`src/logic/pdcc_defs.vh`:
```
// Purpose: constants for the power-down clock control block
// Assumes: 32-bit register port, clk_sys at 250 MHz
// Notes:   offsets are byte addresses on the register port
`ifndef PDCC_DEFS_VH
`define PDCC_DEFS_VH

`define PDCC_ADDR_W            4
`define PDCC_DATA_W            32
`define PDCC_CLK_PERIOD_NS     4

// register offsets
`define PDCC_OFS_PDN_CTRL      4'h0
`define PDCC_OFS_CLK_GATE      4'h4
`define PDCC_OFS_STATUS        4'h8

// power_down_control fields
`define PDCC_BIT_CORE_STOP     0
`define PDCC_BIT_CHIP_PDN      1
`define PDCC_BIT_WAKE_EXT      2
`define PDCC_BIT_WAKE_RTC      3
`define PDCC_BIT_HALT_SEL      4
`define PDCC_PDN_RESET         5'h10

// clock_gate_control fields
`define PDCC_NUM_MOD           8
`define PDCC_GATE_LSB          0
`define PDCC_RST_LSB           8
`define PDCC_GATE_RESET        8'hFF
`define PDCC_MRST_RESET        8'h00

// status fields
`define PDCC_ST_HALT           0
`define PDCC_ST_DOZE           1
`define PDCC_ST_CORE_OFF       2
`define PDCC_ST_PDN_ACT        3
`define PDCC_ST_PLL_LOCK       4

// timing
`define PDCC_STOP_DELAY_NS     100
`define PDCC_PLL_SETTLE_NS     100000

`endif

```
`src/logic/pdcc_power_down_clock_control.v`:
```
// Purpose: core halt/doze, core clock stop, peripheral clock gating
//          and chip power-down with PLL stop and wake-up
// Assumes: this logic runs on an always-on clock; gating cells outside
//          take the registered enables on a low clock phase
// Notes:   module order in gate/reset fields: DMA, PCI, CHI, serial,
//          timers, SPI, parallel I/O, AC-link (bit 0 upward)
//
// Contract
// - wait instruction puts core into halt or doze
// - interrupt exception takes the core out of halt or doze
// - halt-select bit picks halt or doze; halt recommended
// - core-clock-stop set then wait stops the core clock
// - core-clock-stop stays set after wake; software clears it
// - independent clock on/off for each of eight peripheral modules
// - module reset bit returns that module's registers to reset values
// - writing 1 to chip-power-down stops generator clocks and PLL; code starts this only when the stored bit was 0
// - during power-down only the real-time clock keeps running
// - wake from power-down on selected external or RTC interrupt
// - power-down with interrupts disabled recovers only by reset
// - chip-power-down stays set after wake; software clears it
`timescale 1ns/10ps
`include "pdcc_defs.vh"

module pdcc_power_down_clock_control
#(
	parameter PLL_SETTLE_CYCLES = (`PDCC_PLL_SETTLE_NS +
		`PDCC_CLK_PERIOD_NS - 1) / `PDCC_CLK_PERIOD_NS,
	parameter CNT_W             = 16
)
(
	input  wire                        clk_sys,
	input  wire                        rst,
	input  wire                        clk_en,
	input  wire [`PDCC_ADDR_W-1:0]     reg_addr,
	input  wire [`PDCC_DATA_W-1:0]     reg_wdata,
	input  wire                        reg_wr,
	input  wire                        reg_rd,
	output reg  [`PDCC_DATA_W-1:0]     reg_rdata_q,
	input  wire                        wait_exec,
	input  wire                        core_irq,
	input  wire                        int_any_enabled,
	input  wire                        ext_irq,
	input  wire                        rtc_irq,
	input  wire                        pll_lock,
	output reg                         core_halt_q,
	output reg                         core_doze_q,
	output reg                         core_clk_en_q,
	output reg  [`PDCC_NUM_MOD-1:0]    periph_clk_en_q,
	output reg  [`PDCC_NUM_MOD-1:0]    periph_rst_q,
	output reg                         gen_clk_en_q,
	output reg                         pll_stop_q,
	output reg                         rtc_clk_en_q
);

	// delays rounded up to whole cycles, never below one
	localparam STOP_CYCLES_RAW = (`PDCC_STOP_DELAY_NS +
		`PDCC_CLK_PERIOD_NS - 1) / `PDCC_CLK_PERIOD_NS;
	localparam STOP_CYCLES = (STOP_CYCLES_RAW < 1) ? 1 : STOP_CYCLES_RAW;
	localparam SETTLE_CYC  = (PLL_SETTLE_CYCLES < 1) ? 1 :
		PLL_SETTLE_CYCLES;
	localparam [31:0]      STOP_LAST_W   = STOP_CYCLES - 1;
	localparam [31:0]      SETTLE_LAST_W = SETTLE_CYC - 1;
	localparam [CNT_W-1:0] STOP_LAST     = STOP_LAST_W[CNT_W-1:0];
	localparam [CNT_W-1:0] SETTLE_LAST   = SETTLE_LAST_W[CNT_W-1:0];

	// power-down sequencer, one-hot
	localparam [3:0] ST_RUN    = 4'h1;
	localparam [3:0] ST_STOP   = 4'h2;
	localparam [3:0] ST_DOWN   = 4'h4;
	localparam [3:0] ST_RELOCK = 4'h8;

	reg  [4:0]               pdn_ctrl_q;
	reg  [`PDCC_NUM_MOD-1:0] gate_q;
	reg  [`PDCC_NUM_MOD-1:0] mrst_q;
	reg  [3:0]               state_q;
	reg  [3:0]               state_d;
	reg  [CNT_W-1:0]         cnt_q;
	reg  [CNT_W-1:0]         cnt_d;
	reg  [1:0]               ext_sync_q;
	reg  [1:0]               rtc_sync_q;
	reg  [1:0]               lock_sync_q;
	reg  [1:0]               inten_sync_q;
	reg                      gen_run_d;
	reg                      pll_stop_d;
	reg  [`PDCC_DATA_W-1:0]  rdata_d;

	wire wr_pdn    = reg_wr && (reg_addr == `PDCC_OFS_PDN_CTRL);
	wire wr_gate   = reg_wr && (reg_addr == `PDCC_OFS_CLK_GATE);
	// only a 0 to 1 change of the stored bit starts a power-down
	wire pdn_start = wr_pdn && reg_wdata[`PDCC_BIT_CHIP_PDN] &&
		!pdn_ctrl_q[`PDCC_BIT_CHIP_PDN];
	wire wake_ext  = pdn_ctrl_q[`PDCC_BIT_WAKE_EXT] && ext_sync_q[1];
	wire wake_rtc  = pdn_ctrl_q[`PDCC_BIT_WAKE_RTC] && rtc_sync_q[1];
	// no enabled interrupt: only reset leaves power-down
	wire wake      = inten_sync_q[1] && (wake_ext || wake_rtc);
	wire core_low  = core_halt_q || core_doze_q;

	// pin and foreign-domain inputs, two flops each
	always @(posedge clk_sys or posedge rst)
	begin
		if (rst)
		begin
			ext_sync_q   <= 2'h0;
			rtc_sync_q   <= 2'h0;
			lock_sync_q  <= 2'h0;
			inten_sync_q <= 2'h0;
		end
		else if (clk_en)
		begin
			ext_sync_q   <= {ext_sync_q[0], ext_irq};
			rtc_sync_q   <= {rtc_sync_q[0], rtc_irq};
			lock_sync_q  <= {lock_sync_q[0], pll_lock};
			inten_sync_q <= {inten_sync_q[0], int_any_enabled};
		end
	end

	// control registers; no bit is cleared by hardware
	always @(posedge clk_sys or posedge rst)
	begin
		if (rst)
		begin
			pdn_ctrl_q <= `PDCC_PDN_RESET;
			gate_q     <= `PDCC_GATE_RESET;
			mrst_q     <= `PDCC_MRST_RESET;
		end
		else if (clk_en)
		begin
			if (wr_pdn)
				pdn_ctrl_q <= reg_wdata[4:0];
			if (wr_gate)
			begin
				gate_q <= reg_wdata[`PDCC_GATE_LSB +: `PDCC_NUM_MOD];
				mrst_q <= reg_wdata[`PDCC_RST_LSB +: `PDCC_NUM_MOD];
			end
		end
	end

	// read data stands for the one cycle after the strobe
	always @*
	begin
		rdata_d = {`PDCC_DATA_W{1'b0}};
		if (reg_rd)
		begin
			case (reg_addr)
				`PDCC_OFS_PDN_CTRL:
					rdata_d[4:0] = pdn_ctrl_q;
				`PDCC_OFS_CLK_GATE:
				begin
					rdata_d[`PDCC_GATE_LSB +: `PDCC_NUM_MOD] = gate_q;
					rdata_d[`PDCC_RST_LSB +: `PDCC_NUM_MOD]  = mrst_q;
				end
				// status shows live state, nothing latched
				`PDCC_OFS_STATUS:
				begin
					rdata_d[`PDCC_ST_HALT]     = core_halt_q;
					rdata_d[`PDCC_ST_DOZE]     = core_doze_q;
					rdata_d[`PDCC_ST_CORE_OFF] = !core_clk_en_q;
					rdata_d[`PDCC_ST_PDN_ACT]  = !state_q[0];
					rdata_d[`PDCC_ST_PLL_LOCK] = lock_sync_q[1];
				end
				default:
					rdata_d = {`PDCC_DATA_W{1'b0}};
			endcase
		end
	end

	always @(posedge clk_sys or posedge rst)
	begin
		if (rst)
			reg_rdata_q <= {`PDCC_DATA_W{1'b0}};
		else if (clk_en)
			reg_rdata_q <= rdata_d;
	end

	// core low-power states and core clock gate
	always @(posedge clk_sys or posedge rst)
	begin
		if (rst)
		begin
			core_halt_q   <= 1'b0;
			core_doze_q   <= 1'b0;
			core_clk_en_q <= 1'b1;
		end
		else if (clk_en)
		begin
			if (core_low && core_irq)
			begin
				core_halt_q   <= 1'b0;
				core_doze_q   <= 1'b0;
				core_clk_en_q <= gen_run_d;
			end
			else if (wait_exec && !core_low)
			begin
				core_halt_q   <= pdn_ctrl_q[`PDCC_BIT_HALT_SEL];
				core_doze_q   <= !pdn_ctrl_q[`PDCC_BIT_HALT_SEL];
				core_clk_en_q <= gen_run_d &&
					!pdn_ctrl_q[`PDCC_BIT_CORE_STOP];
			end
			// a stopped core clock waits for the interrupt
			else if (!(core_low && pdn_ctrl_q[`PDCC_BIT_CORE_STOP]))
				core_clk_en_q <= gen_run_d;
		end
	end

	// power-down sequencer
	always @*
	begin
		state_d    = state_q;
		cnt_d      = cnt_q;
		gen_run_d  = gen_clk_en_q;
		pll_stop_d = pll_stop_q;
		case (state_q)
			ST_RUN:
				if (pdn_start)
				begin
					state_d   = ST_STOP;
					gen_run_d = 1'b0;
					cnt_d     = {CNT_W{1'b0}};
				end
			ST_STOP:
				// generator off first, PLL after the stop delay
				if (cnt_q == STOP_LAST)
				begin
					state_d    = ST_DOWN;
					pll_stop_d = 1'b1;
				end
				else
					cnt_d = cnt_q + 1'b1;
			ST_DOWN:
				if (wake)
				begin
					state_d    = ST_RELOCK;
					pll_stop_d = 1'b0;
					cnt_d      = {CNT_W{1'b0}};
				end
			ST_RELOCK:
				// settle time first, then synced lock
				if (cnt_q != SETTLE_LAST)
					cnt_d = cnt_q + 1'b1;
				else if (lock_sync_q[1])
				begin
					state_d   = ST_RUN;
					gen_run_d = 1'b1;
				end
			default:
			begin
				state_d    = ST_RUN;
				gen_run_d  = 1'b1;
				pll_stop_d = 1'b0;
			end
		endcase
	end

	// rtc clock runs from the first edge, power-down included
	always @(posedge clk_sys or posedge rst)
	begin
		if (rst)
		begin
			state_q      <= ST_RUN;
			cnt_q        <= {CNT_W{1'b0}};
			gen_clk_en_q <= 1'b1;
			pll_stop_q   <= 1'b0;
			rtc_clk_en_q <= 1'b0;
		end
		else if (clk_en)
		begin
			state_q      <= state_d;
			cnt_q        <= cnt_d;
			gen_clk_en_q <= gen_run_d;
			pll_stop_q   <= pll_stop_d;
			rtc_clk_en_q <= 1'b1;
		end
	end

	// per-module clock enable and reset
	// module clocks drop with the generator
	genvar gi;
	generate
		for (gi = 0; gi < `PDCC_NUM_MOD; gi = gi + 1)
		begin : g_mod
			always @(posedge clk_sys or posedge rst)
			begin
				if (rst)
				begin
					periph_clk_en_q[gi] <= 1'b0;
					periph_rst_q[gi]    <= 1'b1;
				end
				else if (clk_en)
				begin
					periph_clk_en_q[gi] <= gate_q[gi] && gen_run_d;
					periph_rst_q[gi]    <= mrst_q[gi];
				end
			end
		end
	endgenerate

endmodule

```
`config.mk`:
```
export PLATFORM = sky130hd
export DESIGN_NAME = pdcc_power_down_clock_control
export DESIGN_NICKNAME = d
export VERILOG_FILES = /design/src/logic/pdcc_power_down_clock_control.v
export VERILOG_INCLUDE_DIRS = /design/src /design/src/logic
export SDC_FILE = /design/constraint.sdc
export NUM_CORES = 1
export LEC_CHECK = 0
export ABC_AREA = 1
export BUFFER_PORTS_ARGS = -buffer_cell sky130_fd_sc_hd__buf_2
export CORE_MARGIN = 2
export CORE_UTILIZATION = 40
export DETAILED_ROUTE_END_ITERATION = 10
export MAX_ROUTING_LAYER = met4
export SLEW_MARGIN = 20
export SYNTH_ARGS = -nofsm -noshare
export SYNTH_HDL_FRONTEND = slang
export SYNTH_SLANG_ARGS = --single-unit
```
`constraint.sdc`:
```
create_clock -name clk_sys -period 3.2 [get_ports clk_sys]
set_clock_uncertainty 0.1 [all_clocks]
set_input_delay 0.32 -clock clk_sys [delete_from_list [all_inputs] [get_ports clk_sys]]
set_output_delay 0.32 -clock clk_sys [all_outputs]
set_load 0.02 [all_outputs]
```
==> results.tsv, run 1 <==
stage	metric	value	unit
status	outcome	finished clean	
detailed_routing	postRouteAntennaNets	0	
min_path	hold_path.class	in2reg	
clock_network	clock-root-buffer	clkbuf_8	
yosys	ys_ff_latch	87	
placed_design	io_buffers	68	
global_route	grt_usage	18.5	%
yosys	avgSynthCellArea	8.39	um^2
worst_setup_path	critPathTopFamily	simple AND/OR/NAND/NOR gates	
clock_network	cts_buffer_depth	2	
floorplanning	die_h	109	um
sta	tightest_slew	786	ps
sta	period_share	65.7	%
detailed_routing	wirelength	9760	um
worst_setup_path	crit_buf_inv	2	
detailed_routing	detail_route.drc_violations	0	
clock_network	clkTransAtPathRegs	90	ps
finish	num-nets-final	640	
floorplanning	start_util	40.8	%
yosys	synth_cells	522	
worst_setup_path	cp_max_fo	28	
yosys	synth_edf_count	0	
sta	period_minus_slack	2100	ps
floorplanning	die-area	11800	um^2
global_route	grt-ovfl-total	0	
yosys	yosysUniqueCellTypes	40	
power	totalPowerFinal	3.26	mW
placed_design	dpl.hpwl	7020	um
sta	slew_headroom	47.4	%
clock_network	htreeDepth	3	
yosys	synth_flop_cell	dfrtp_1	
power	powerDensity	649	nW/um^2
global_route	grt_pass1_wl	16400	um
worst_setup_path	cp.arrival	2260	ps
detailed_routing	wire_per_inst	13.3	um
power	cellLeakagePower	2.46	nW
global_route	antenna_found_initial	0	
worst_setup_path	critPathCaptureType	register	
finish	syn2layout_area_growth	14.9	%
detailed_routing	viasPerCell	4.84	
sta	tns	0	ps
clock_network	cts_buffers	9	
sta	rsz0062_at_grt	false	
floorplanning	die-width	109	um
worst_setup_path	crit_top_cell	nand2_1	
yosys	yosysWarnings	0	
clock_network	worstSkewPairLatency	360	ps
detailed_routing	first_pass_iters	4	
worst_setup_path	slowest_delay	430	ps
sta	setup_violations	0	
floorplanning	num_io_pins	101	
global_route	grt_max_degree	43	
clock_network	cts_sinks	87	
finish	drive_above_1_share	25.3	%
sta	fmax	476	MHz
yosys	synth-seq-area-share	50.3	%
finish	layout_common_cells	nand2_1 (168), buf_2 (68), dfrtp_1 (67)	
finish	final_common_cell	nand2_1	
clock_network	ctsHoldBuffers	1	
worst_setup_path	start_kind	register	
floorplanning	placementRows	38	
global_route	first_global_vias	3482	
worst_setup_path	path_cells	ha_1 -> nand2_2 -> inv_2 -> nand2_1 -> nor2_2 -> nand2_1 -> nand2_1 -> nand2_2 -> nand3_4 -> clkinv_1 -> nand2_1 -> nand2_1	
yosys	synthesis.area	4380	um^2
run	maxCapViolCount	0	
detailed_routing	vias	3560	
yosys	async_flop_share	100	%
sta	slew_viol_final	0	
finish	antenna_cells	0	
worst_setup_path	worst_path_max_delay_cell	dfrtp_1	
worst_setup_path	crit_type	reg2reg	
sta	hold_violations	0	
clock_network	post_cts_buffers	0	
floorplanning	coreArea	10700	um^2
worst_setup_path	crit_required	3360	ps
power	peakVddDrop	0.000295	V
clock_network	cts_resized	0	
placed_design	gp_congestion	0.915	
clock_network	cts_tree	yes	
detailed_routing	drt_iter0_markers	221	
registers in the layout, indices dropped and copies added, names as in the netlist:
register and cells:
periph_rst_q 8, rtc_clk_en_q 1, core_doze_q 1, gate_q 8, mrst_q 8, cnt_q 16, core_halt_q 1, gen_clk_en_q 1
rtc_sync_q 2, core_clk_en_q 1, lock_sync_q 2, reg_rdata_q 16, periph_clk_en_q 8, pll_stop_q 1, ext_sync_q 2, pdn_ctrl_q 5
inten_sync_q 2, state_q 4
stage by stage:
step           area [um^2]  utilization, %  hold slack (ps)  cells  setup WS (ps)
2_1_floorplan         4440               -              332    537            563
3_3_place_gp          4790            44.6              294    719            851
3_5_place_dp          4790            44.6              305    719            787
4_1_cts               5030            46.8             43.6    736           1060
5_1_grt               5030            46.8             56.1    736            843
6_report              5030            46.8             66.1    736           1100
worst paths after layout:
path | end | cells past startpoint | slack, ps | from
setup / recovery | cnt_q[9] | 12 | 1100 | cnt_q[0]
hold / removal | ext_sync_q[0] | 3 | 70 | ext_irq
setup reg to reg | cnt_q[9] | 12 | 1100 | cnt_q[0]
hold reg to reg | periph_rst_q[7] | 2 | 360 | periph_rst_q[7]
max in group asynchronous | state_q[0] | 4 | 1710 | rst
min in group asynchronous | cnt_q[9] | 3 | 440 | rst
tightest hold or removal path, cell delays in order:
cell,delay (ps)
buf_2,80
nand2_1,40
nand2_1,50
cell usage after synthesis, types with 2 or more instances:
library cell    n  area (um^2)
o21ai_0        27          135
nand3_2         3         30.0
or2_2           3         18.8
o22ai_1         3         18.8
buf_4          16          120
o21ai_1         4         20.0
o21ai_2        11         96.3
dfrtp_1        67         1680
o31ai_1         8         60.1
ha_1            2         25.0
inv_2           5         18.8
xor2_1          5         43.8
mux2_1          8         90.1
buf_2           2         10.0
dfstp_2        20          526
nand2_2        10         62.6
clkbuf_1        9         33.8
inv_1          39          146
nor3_1          3         15.0
nor2_4          3         33.8
nand2_1       168          631
nand3_1        32          160
mux2_2          2         22.5
a21oi_1         6         30.0
clkinv_1        4         15.0
buf_6           2         22.5
nor2_2          3         18.8
nor2_1         35          131
nand4_1        11         68.8
per-layer routing:
| layer | GRT usage [%] | vias to the layer above | routed length, um |
|---|---|---|---|
| li1 | - | 1791 | - |
| met1 | 23.6 | 1655 | 4570 |
| met2 | 29.2 | 103 | 4630 |
| met3 | 3.59 | 11 | 427 |
| met4 | 7.60 | 0 | 137 |
| met5 | - | - | 0 |
layout make-up:
| class | count | area [um^2] |
|---|---|---|
| Fill cell | 1092 | 5710 |
| Sequential cell | 87 | 2200 |
| Multi-Input combinational cell | 372 | 1860 |
| Timing Repair Buffer | 73 | 380 |
| Inverter | 48 | 181 |
| Tap cell | 140 | 175 |
| Clock buffer | 10 | 138 |
| Clock inverter | 6 | 91.3 |
cell families after synthesis:
logic type,share of synthesized area (%)
and+or+nand+nor,27.6
DFF,50.3
buffers and inverters,8.48
AOI/OAI and AO/OA,9.37
muxes,2.57
xor gates and xnor gates,1.00
adders and majority gates,0.571
other,0.0856
power by group:
group	internal, mW	switching [mW]	total [mW]
Combinational	0.276	0.653	0.928
Clock	0.467	0.409	0.876
Sequential	1.32	0.138	1.46
Total	2.06	1.20	3.26
(Power assumes the default switching activity.)
==> run 2: changes to the inputs <==
clock period = 2 ns   (was 3.2 ns; I/O delays follow)
==> run 2 against run 1 <==
Design area is 5.1% higher. Utilization is 2.4 points higher. Register-to-register slack worse by 950 ps. Die area did not move. First-iteration DRC count is 6.3% higher. Critical endpoint is now cnt_q[11]. Highest routed layer unchanged.
==> results.tsv, run 2 (same netlist as run 1, synthesis figures left out) <==
stage	metric	value	unit	change
finish	antenna_cells	0		unchanged
global_route	first_global_vias	3561		was 3482
status	outcome	finished clean		unchanged
placed_design	gp_congestion	0.954		was 0.915
global_route	antenna_found_initial	0		unchanged
global_route	grt_usage	18.7	%	was 18.5%
worst_setup_path	cp_max_fo	7		was 28
placed_design	pre_cts_ws	129	ps	was 787 ps
detailed_routing	wirelength	10100	um	was 9760 um
clock_network	cts_tree	yes		unchanged
global_route	grt_max_degree	88		was 43
clock_network	clock-root-buffer	clkbuf_8		unchanged
clock_network	worstSkewPairLatency	360	ps	about the same
floorplanning	num_io_pins	101		unchanged
sta	final.setup.worst_slack	153	ps	was 1100 ps
clock_network	cts_buffers	9		unchanged
sta	fmax	541	MHz	was 476 MHz
finish	num-nets-final	670		was 640
detailed_routing	detail_route.drc_violations	0		unchanged
floorplanning	die-area	11800	um^2	unchanged
global_route	grt_pass1_wl	16800	um	was 16400 um
power	powerDensity	967	nW/um^2	was 649 nW/um^2
worst_setup_path	cp-startpoint	cnt_q[1]		was cnt_q[0]
worst_setup_path	critPathCaptureType	register		unchanged
floorplanning	die_h	109	um	unchanged
worst_setup_path	crit_required	2160	ps	was 3360 ps
detailed_routing	viasPerCell	4.86		was 4.84
worst_setup_path	regToRegStartpoint	cnt_q[1]		was cnt_q[0]
floorplanning	die-width	109	um	unchanged
power	cellLeakagePower	2.57	nW	was 2.46 nW
run	maxCapViolCount	0		unchanged
finish	layoutNonFillerInstCount	766		was 736
sta	tightest_slew	591	ps	was 786 ps
finish	layout_common_cells	nand2_1 (168), buf_2 (68), dfrtp_1 (66)		was nand2_1 (168), buf_2 (68), dfrtp_1 (67)
finish	fillers	1062		was 1092
finish	top_regs	cnt_q (16), reg_rdata_q (16)		unchanged
power	intPower	3.14	mW	was 2.06 mW
finish	syn2layout_area_growth	20.7	%	was 14.9%
sta	rsz0062_at_grt	false		unchanged
power	clkPwrFrac	22.4	%	was 26.8%
clock_network	clkTransAtPathRegs	90	ps	about the same
detailed_routing	drt_iter0_markers	235		was 221
sta	setup_violations	0		unchanged
finish	ff_latch_area	2200	um^2	about the same
sta	slew_headroom	60.5	%	was 47.4%
global_route	grt-ovfl-total	0		unchanged
worst_setup_path	endpoint	cnt_q[11]		was cnt_q[9]
clock_network	cts_sinks	87		unchanged
floorplanning	coreArea	10700	um^2	unchanged
finish	final_common_cell	nand2_1		unchanged
placed_design	placed_cells	728		was 719
power	pwr-share-seq	45.6	%	was 44.7%
clock_network	htreeDepth	3		unchanged
power	totalPowerFinal	5.12	mW	was 3.26 mW
detailed_routing	first_pass_iters	5		was 4
sta	period_share	92.3	%	was 65.7%
sta	hold_violations	0		unchanged
worst_setup_path	reg2reg_depth	12		unchanged
finish	drive_above_1_share	25.7	%	was 25.3%
worst_setup_path	cp.arrival	2000	ps	was 2260 ps
worst_setup_path	crit_type	reg2reg		unchanged
sta	slew_viol_final	0		unchanged
finish	multi_input_area	1860	um^2	unchanged
placed_design	io_buffers	68		unchanged
power	pwr-share-comb	32.0	%	was 28.4%
sta	tns	0	ps	unchanged
worst_setup_path	r2r-end	cnt_q[11]		was cnt_q[9]
detailed_routing	wire_per_inst	13.2	um	was 13.3 um
power	switchingPower	1.98	mW	was 1.20 mW
floorplanning	placementRows	38		unchanged
detailed_routing	vias	3719		was 3560
clock_network	cts_buffer_depth	2		unchanged
worst_setup_path	start_kind	register		unchanged
placed_design	dpl.hpwl	7170	um	was 7020 um
power	peakVddDrop	0.000497	V	was 0.000295 V
sta	period_minus_slack	1850	ps	was 2100 ps
min_path	hold_path.class	in2reg		unchanged
detailed_routing	postRouteAntennaNets	0		unchanged
worst_setup_path	r2r_slack	150	ps	was 1100 ps
sta	worst_hold_slack	58.1	ps	was 66.1 ps
floorplanning	start_util	40.8	%	unchanged
power	switching_share	38.7	%	was 36.8%
run 2: changes by cell type in the layout (fill, tap and decap cells not counted), sizes merged:
cell         delta
buf            +10
bufinv          -2
clkinvlp        +2
dlygate4sd3    +20
run 2: metrics by stage:
step / utilization [%] / area, um^2
4_1_cts: 49.1 / 5280
5_1_grt: 49.2 / 5290
3_3_place_gp: 45.5 / 4890
3_5_place_dp: 45.5 / 4890
6_report: 49.2 / 5290
2_1_floorplan: - / 4440
run 2: final cells by class:
cell class / count / share of cell area, %
Sequential cell: 87 / 41.7
Clock buffer: 10 / 2.41
Multi-Input combinational cell: 372 / 35.2
Inverter: 48 / 3.48
Clock inverter: 6 / 1.02
Timing Repair Buffer: 103 / 12.9
Tap cell: 140 / 3.31
run 2: critical path, stage by stage (launching register included):
cell      delay [ps]
dfrtp_2          410
ha_1             230
nand2_2          110
inv_2             80
nand2_1           60
nor2_2           110
nand2_1           60
nand2_1           70
nand2_2           60
nand3_4          120
clkinv_1         170
nand2_1          110
nand2_1           50
run 2: power by group through the flow:
stage                     Clock (mW)  Combinational [mW]  Sequential [mW]
final                           1.15                1.64             2.33
after global routing            1.26                1.82             2.37
after CTS                       1.18                1.63             2.34
after detailed placement           0                1.60             2.36
after global placement             0                1.56             2.36
after floorplan                    0               0.982             2.50
run 2: what timing repair did:
action,CTS,global route
buffers inserted,0,1
endpoints found under the hold margin,89,0
hold buffers,21,0
setup endpoints to repair,0,4
resized for setup,0,1
run 2: worst min path at each step:
stage          slack [ps]     from         endpoint  cells past startpoint
6_report               60   reg_rd   reg_rdata_q[1]                      3
5_1_grt                70   reg_rd   reg_rdata_q[1]                      3
4_1_cts                40   reg_rd   reg_rdata_q[1]                      3
3_5_place_dp          270      rst  reg_rdata_q[12]                      3
3_3_place_gp          260      rst  reg_rdata_q[11]                      3
2_1_floorplan         210  rtc_irq    rtc_sync_q[0]                      2
run 2: per-layer routing:
layer  share of wire [%]  wire length, um  track usage, %
met5                   0                0               -
met4                 2.4              243            8.24
met3                 4.0              401            3.47
met2                  48             4830            29.1
met1                  46             4620            24.1
==> run 3: changes to the inputs <==
clock period = 1.84 ns   (was 2 ns; I/O delays follow)
==> run 3 against run 2 <==
Sequential share of layout area shrank 0.49 points. Non-clock buffer count grew 5. Design area grew 1.1%. Power grew 11%. Utilization grew 0.56 points. Count of clock-buffer cells in the layout grew 1. Critical path depth is the same. Combinational power grew 13%.
==> results.tsv, run 3 (same netlist as run 1, synthesis figures left out) <==
stage	metric	value	unit	change
status	outcome	finished clean		unchanged
clock_network	cts_buffers	9		unchanged
global_route	grt_usage	19.3	%	was 18.7%
worst_setup_path	slowest_delay	430	ps	was 410 ps
worst_setup_path	worst_path_max_delay_cell	dfrtp_1		was dfrtp_2
clock_network	clock-root-buffer	clkbuf_8		unchanged
worst_setup_path	crit_top_cell	nand2_1		unchanged
finish	syn2layout_area_growth	22.1	%	was 20.7%
placed_design	placed_cells	731		was 728
sta	worst_hold_slack	58.9	ps	was 58.1 ps
sta	slew_viol_final	0		unchanged
detailed_routing	postRouteAntennaNets	0		unchanged
worst_setup_path	cp.arrival	1900	ps	was 2000 ps
sta	tns	0	ps	unchanged
floorplanning	start_util	40.8	%	unchanged
worst_setup_path	path_cells	ha_1 -> nand2_2 -> inv_2 -> nand2_1 -> nor2_2 -> nand2_1 -> nand2_1 -> nand2_2 -> nand3_4 -> buf_4 -> nand2_1 -> o21ai_2		was ha_1 -> nand2_2 -> inv_2 -> nand2_1 -> nor2_2 -> nand2_1 -> nand2_1 -> nand2_2 -> nand3_4 -> clkinv_1 -> nand2_1 -> nand2_1
clock_network	clkTransAtPathRegs	90	ps	about the same
finish	drive_above_1_share	26.3	%	was 25.7%
finish	final_common_cell	nand2_1		unchanged
finish	layout_common_cells	nand2_1 (168), buf_2 (68), dfrtp_1 (67)		was nand2_1 (168), buf_2 (68), dfrtp_1 (66)
sta	period_minus_slack	1740	ps	was 1850 ps
sta	period_share	94.7	%	was 92.3%
clock_network	worstSkewPairLatency	360	ps	about the same
detailed_routing	first_pass_iters	4		was 5
clock_network	cts_resized	0		unchanged
detailed_routing	wire_per_inst	13.4	um	was 13.2 um
detailed_routing	drt_iter0_markers	233		was 235
floorplanning	die-width	109	um	unchanged
clock_network	cts_sinks	87		unchanged
sta	tightest_slew	550	ps	was 591 ps
run	maxCapViolCount	0		unchanged
sta	slew_headroom	63.3	%	was 60.5%
clock_network	cts_buffer_depth	2		unchanged
global_route	antenna_found_initial	0		unchanged
detailed_routing	viasPerCell	4.73		was 4.86
worst_setup_path	start_kind	register		unchanged
power	peakVddDrop	0.000547	V	was 0.000497 V
placed_design	pre_cts_ws	86.5	ps	was 129 ps
placed_design	io_buffers	68		unchanged
finish	antenna_cells	0		unchanged
floorplanning	placementRows	38		unchanged
sta	setup_violations	0		unchanged
clock_network	htreeDepth	3		unchanged
detailed_routing	vias	3645		was 3719
global_route	first_global_vias	3523		was 3561
placed_design	gp_congestion	0.918		was 0.954
floorplanning	die-area	11800	um^2	unchanged
clock_network	cts_tree	yes		unchanged
sta	hold_violations	0		unchanged
finish	post-route-util	49.8	%	was 49.2%
sta	fmax	574	MHz	was 541 MHz
placed_design	dpl.hpwl	7420	um	was 7170 um
power	powerDensity	1060	nW/um^2	was 967 nW/um^2
detailed_routing	wirelength	10300	um	was 10100 um
finish	num-nets-final	675		was 670
sta	final.setup.worst_slack	98.4	ps	was 153 ps
worst_setup_path	cp_max_fo	9		was 7
finish	layoutNonFillerInstCount	771		was 766
floorplanning	coreArea	10700	um^2	unchanged
worst_setup_path	critPathCaptureType	register		unchanged
worst_setup_path	crit_type	reg2reg		unchanged
sta	rsz0062_at_grt	true		was false
floorplanning	die_h	109	um	unchanged
min_path	hold_path.class	in2reg		unchanged
worst_setup_path	crit_required	1990	ps	was 2160 ps
global_route	grt-ovfl-total	0		unchanged
floorplanning	num_io_pins	101		unchanged
global_route	grt_max_degree	37		was 88
power	cellLeakagePower	2.60	nW	was 2.57 nW
detailed_routing	detail_route.drc_violations	0		unchanged
global_route	grt_pass1_wl	17100	um	was 16800 um
finish	top_regs	cnt_q (16), reg_rdata_q (16)		unchanged
==> run 3: cell types whose count changed in the layout (fill, tap and decap cells not counted), sizes merged <==
cell,before,now
buf,82,87
clkbuf,10,11
clkinv,7,6
clkinvlp,2,3
inv,45,44
==> run 3: repair_timing <==
item	4_1_cts	5_1_grt
setup buffers	0	3
endpoints found under the setup margin	0	9
hold endpoints to repair	38	0
hold buffers	21	0
==> run 3: final cells by class <==
| class | count | area, um^2 |
|---|---|---|
| flip-flops and latches | 87 | 2200 |
| clock inverters | 5 | 41.3 |
| clock buffers | 11 | 151 |
| inverters | 48 | 184 |
| repair buffers | 108 | 731 |
| multi-input cells | 372 | 1860 |
| fillers | 1088 | 5400 |
| well taps | 140 | 175 |
==> run 3: metrics by stage <==
step	power [mW]	cell area (um^2)
global route	6.06	5350
global placement	4.32	4920
floorplan	3.78	4440
CTS	5.71	5330
detailed placement	4.35	4920
finish	5.66	5350
==> run 3: power by group <==
group / total (mW) / leakage [nW] / switching [mW] / internal, mW
Clock: 1.29 / 0.0922 / 0.713 / 0.574
Combinational: 1.85 / 1.41 / 1.19 / 0.657
Sequential: 2.53 / 1.10 / 0.233 / 2.30
Total: 5.66 / 2.60 / 2.14 / 3.53
==> run 3: metal layers <==
layer  part of all wire, %  up-vias  wire length [um]  GRT usage [%]
li1                      -     1859                 -              -
met1                    46     1686              4770           25.2
met2                    48       86              4950           29.8
met3                   4.2       14               432           3.05
met4                   1.8        0               186           8.33
met5                     0        -                 0              -
==> run 3: path summary, 6_finish.rpt <==
path,start,endpoint,slack (ps),depth (start not counted)
worst max-delay path,cnt_q[0],cnt_q[10],100,12
worst min-delay path,reg_rd,reg_rdata_q[1],60,3
worst max register to register,cnt_q[0],cnt_q[10],100,12
worst min register to register,periph_rst_q[6],periph_rst_q[6],370,2
max in group asynchronous,rst,gate_q[3],690,4
min in group asynchronous,rst,mrst_q[4],340,3
==> run 3: critical path, delay by kind of cell, from the launching register on <==
family	cells	cell delay, ps
buffers and inverters	2	230
AO/OA/AOI/OAI	1	50
adder cells (fa/ha/maj)	1	240
flip-flops	1	430
AND/OR/NAND/NOR	8	590
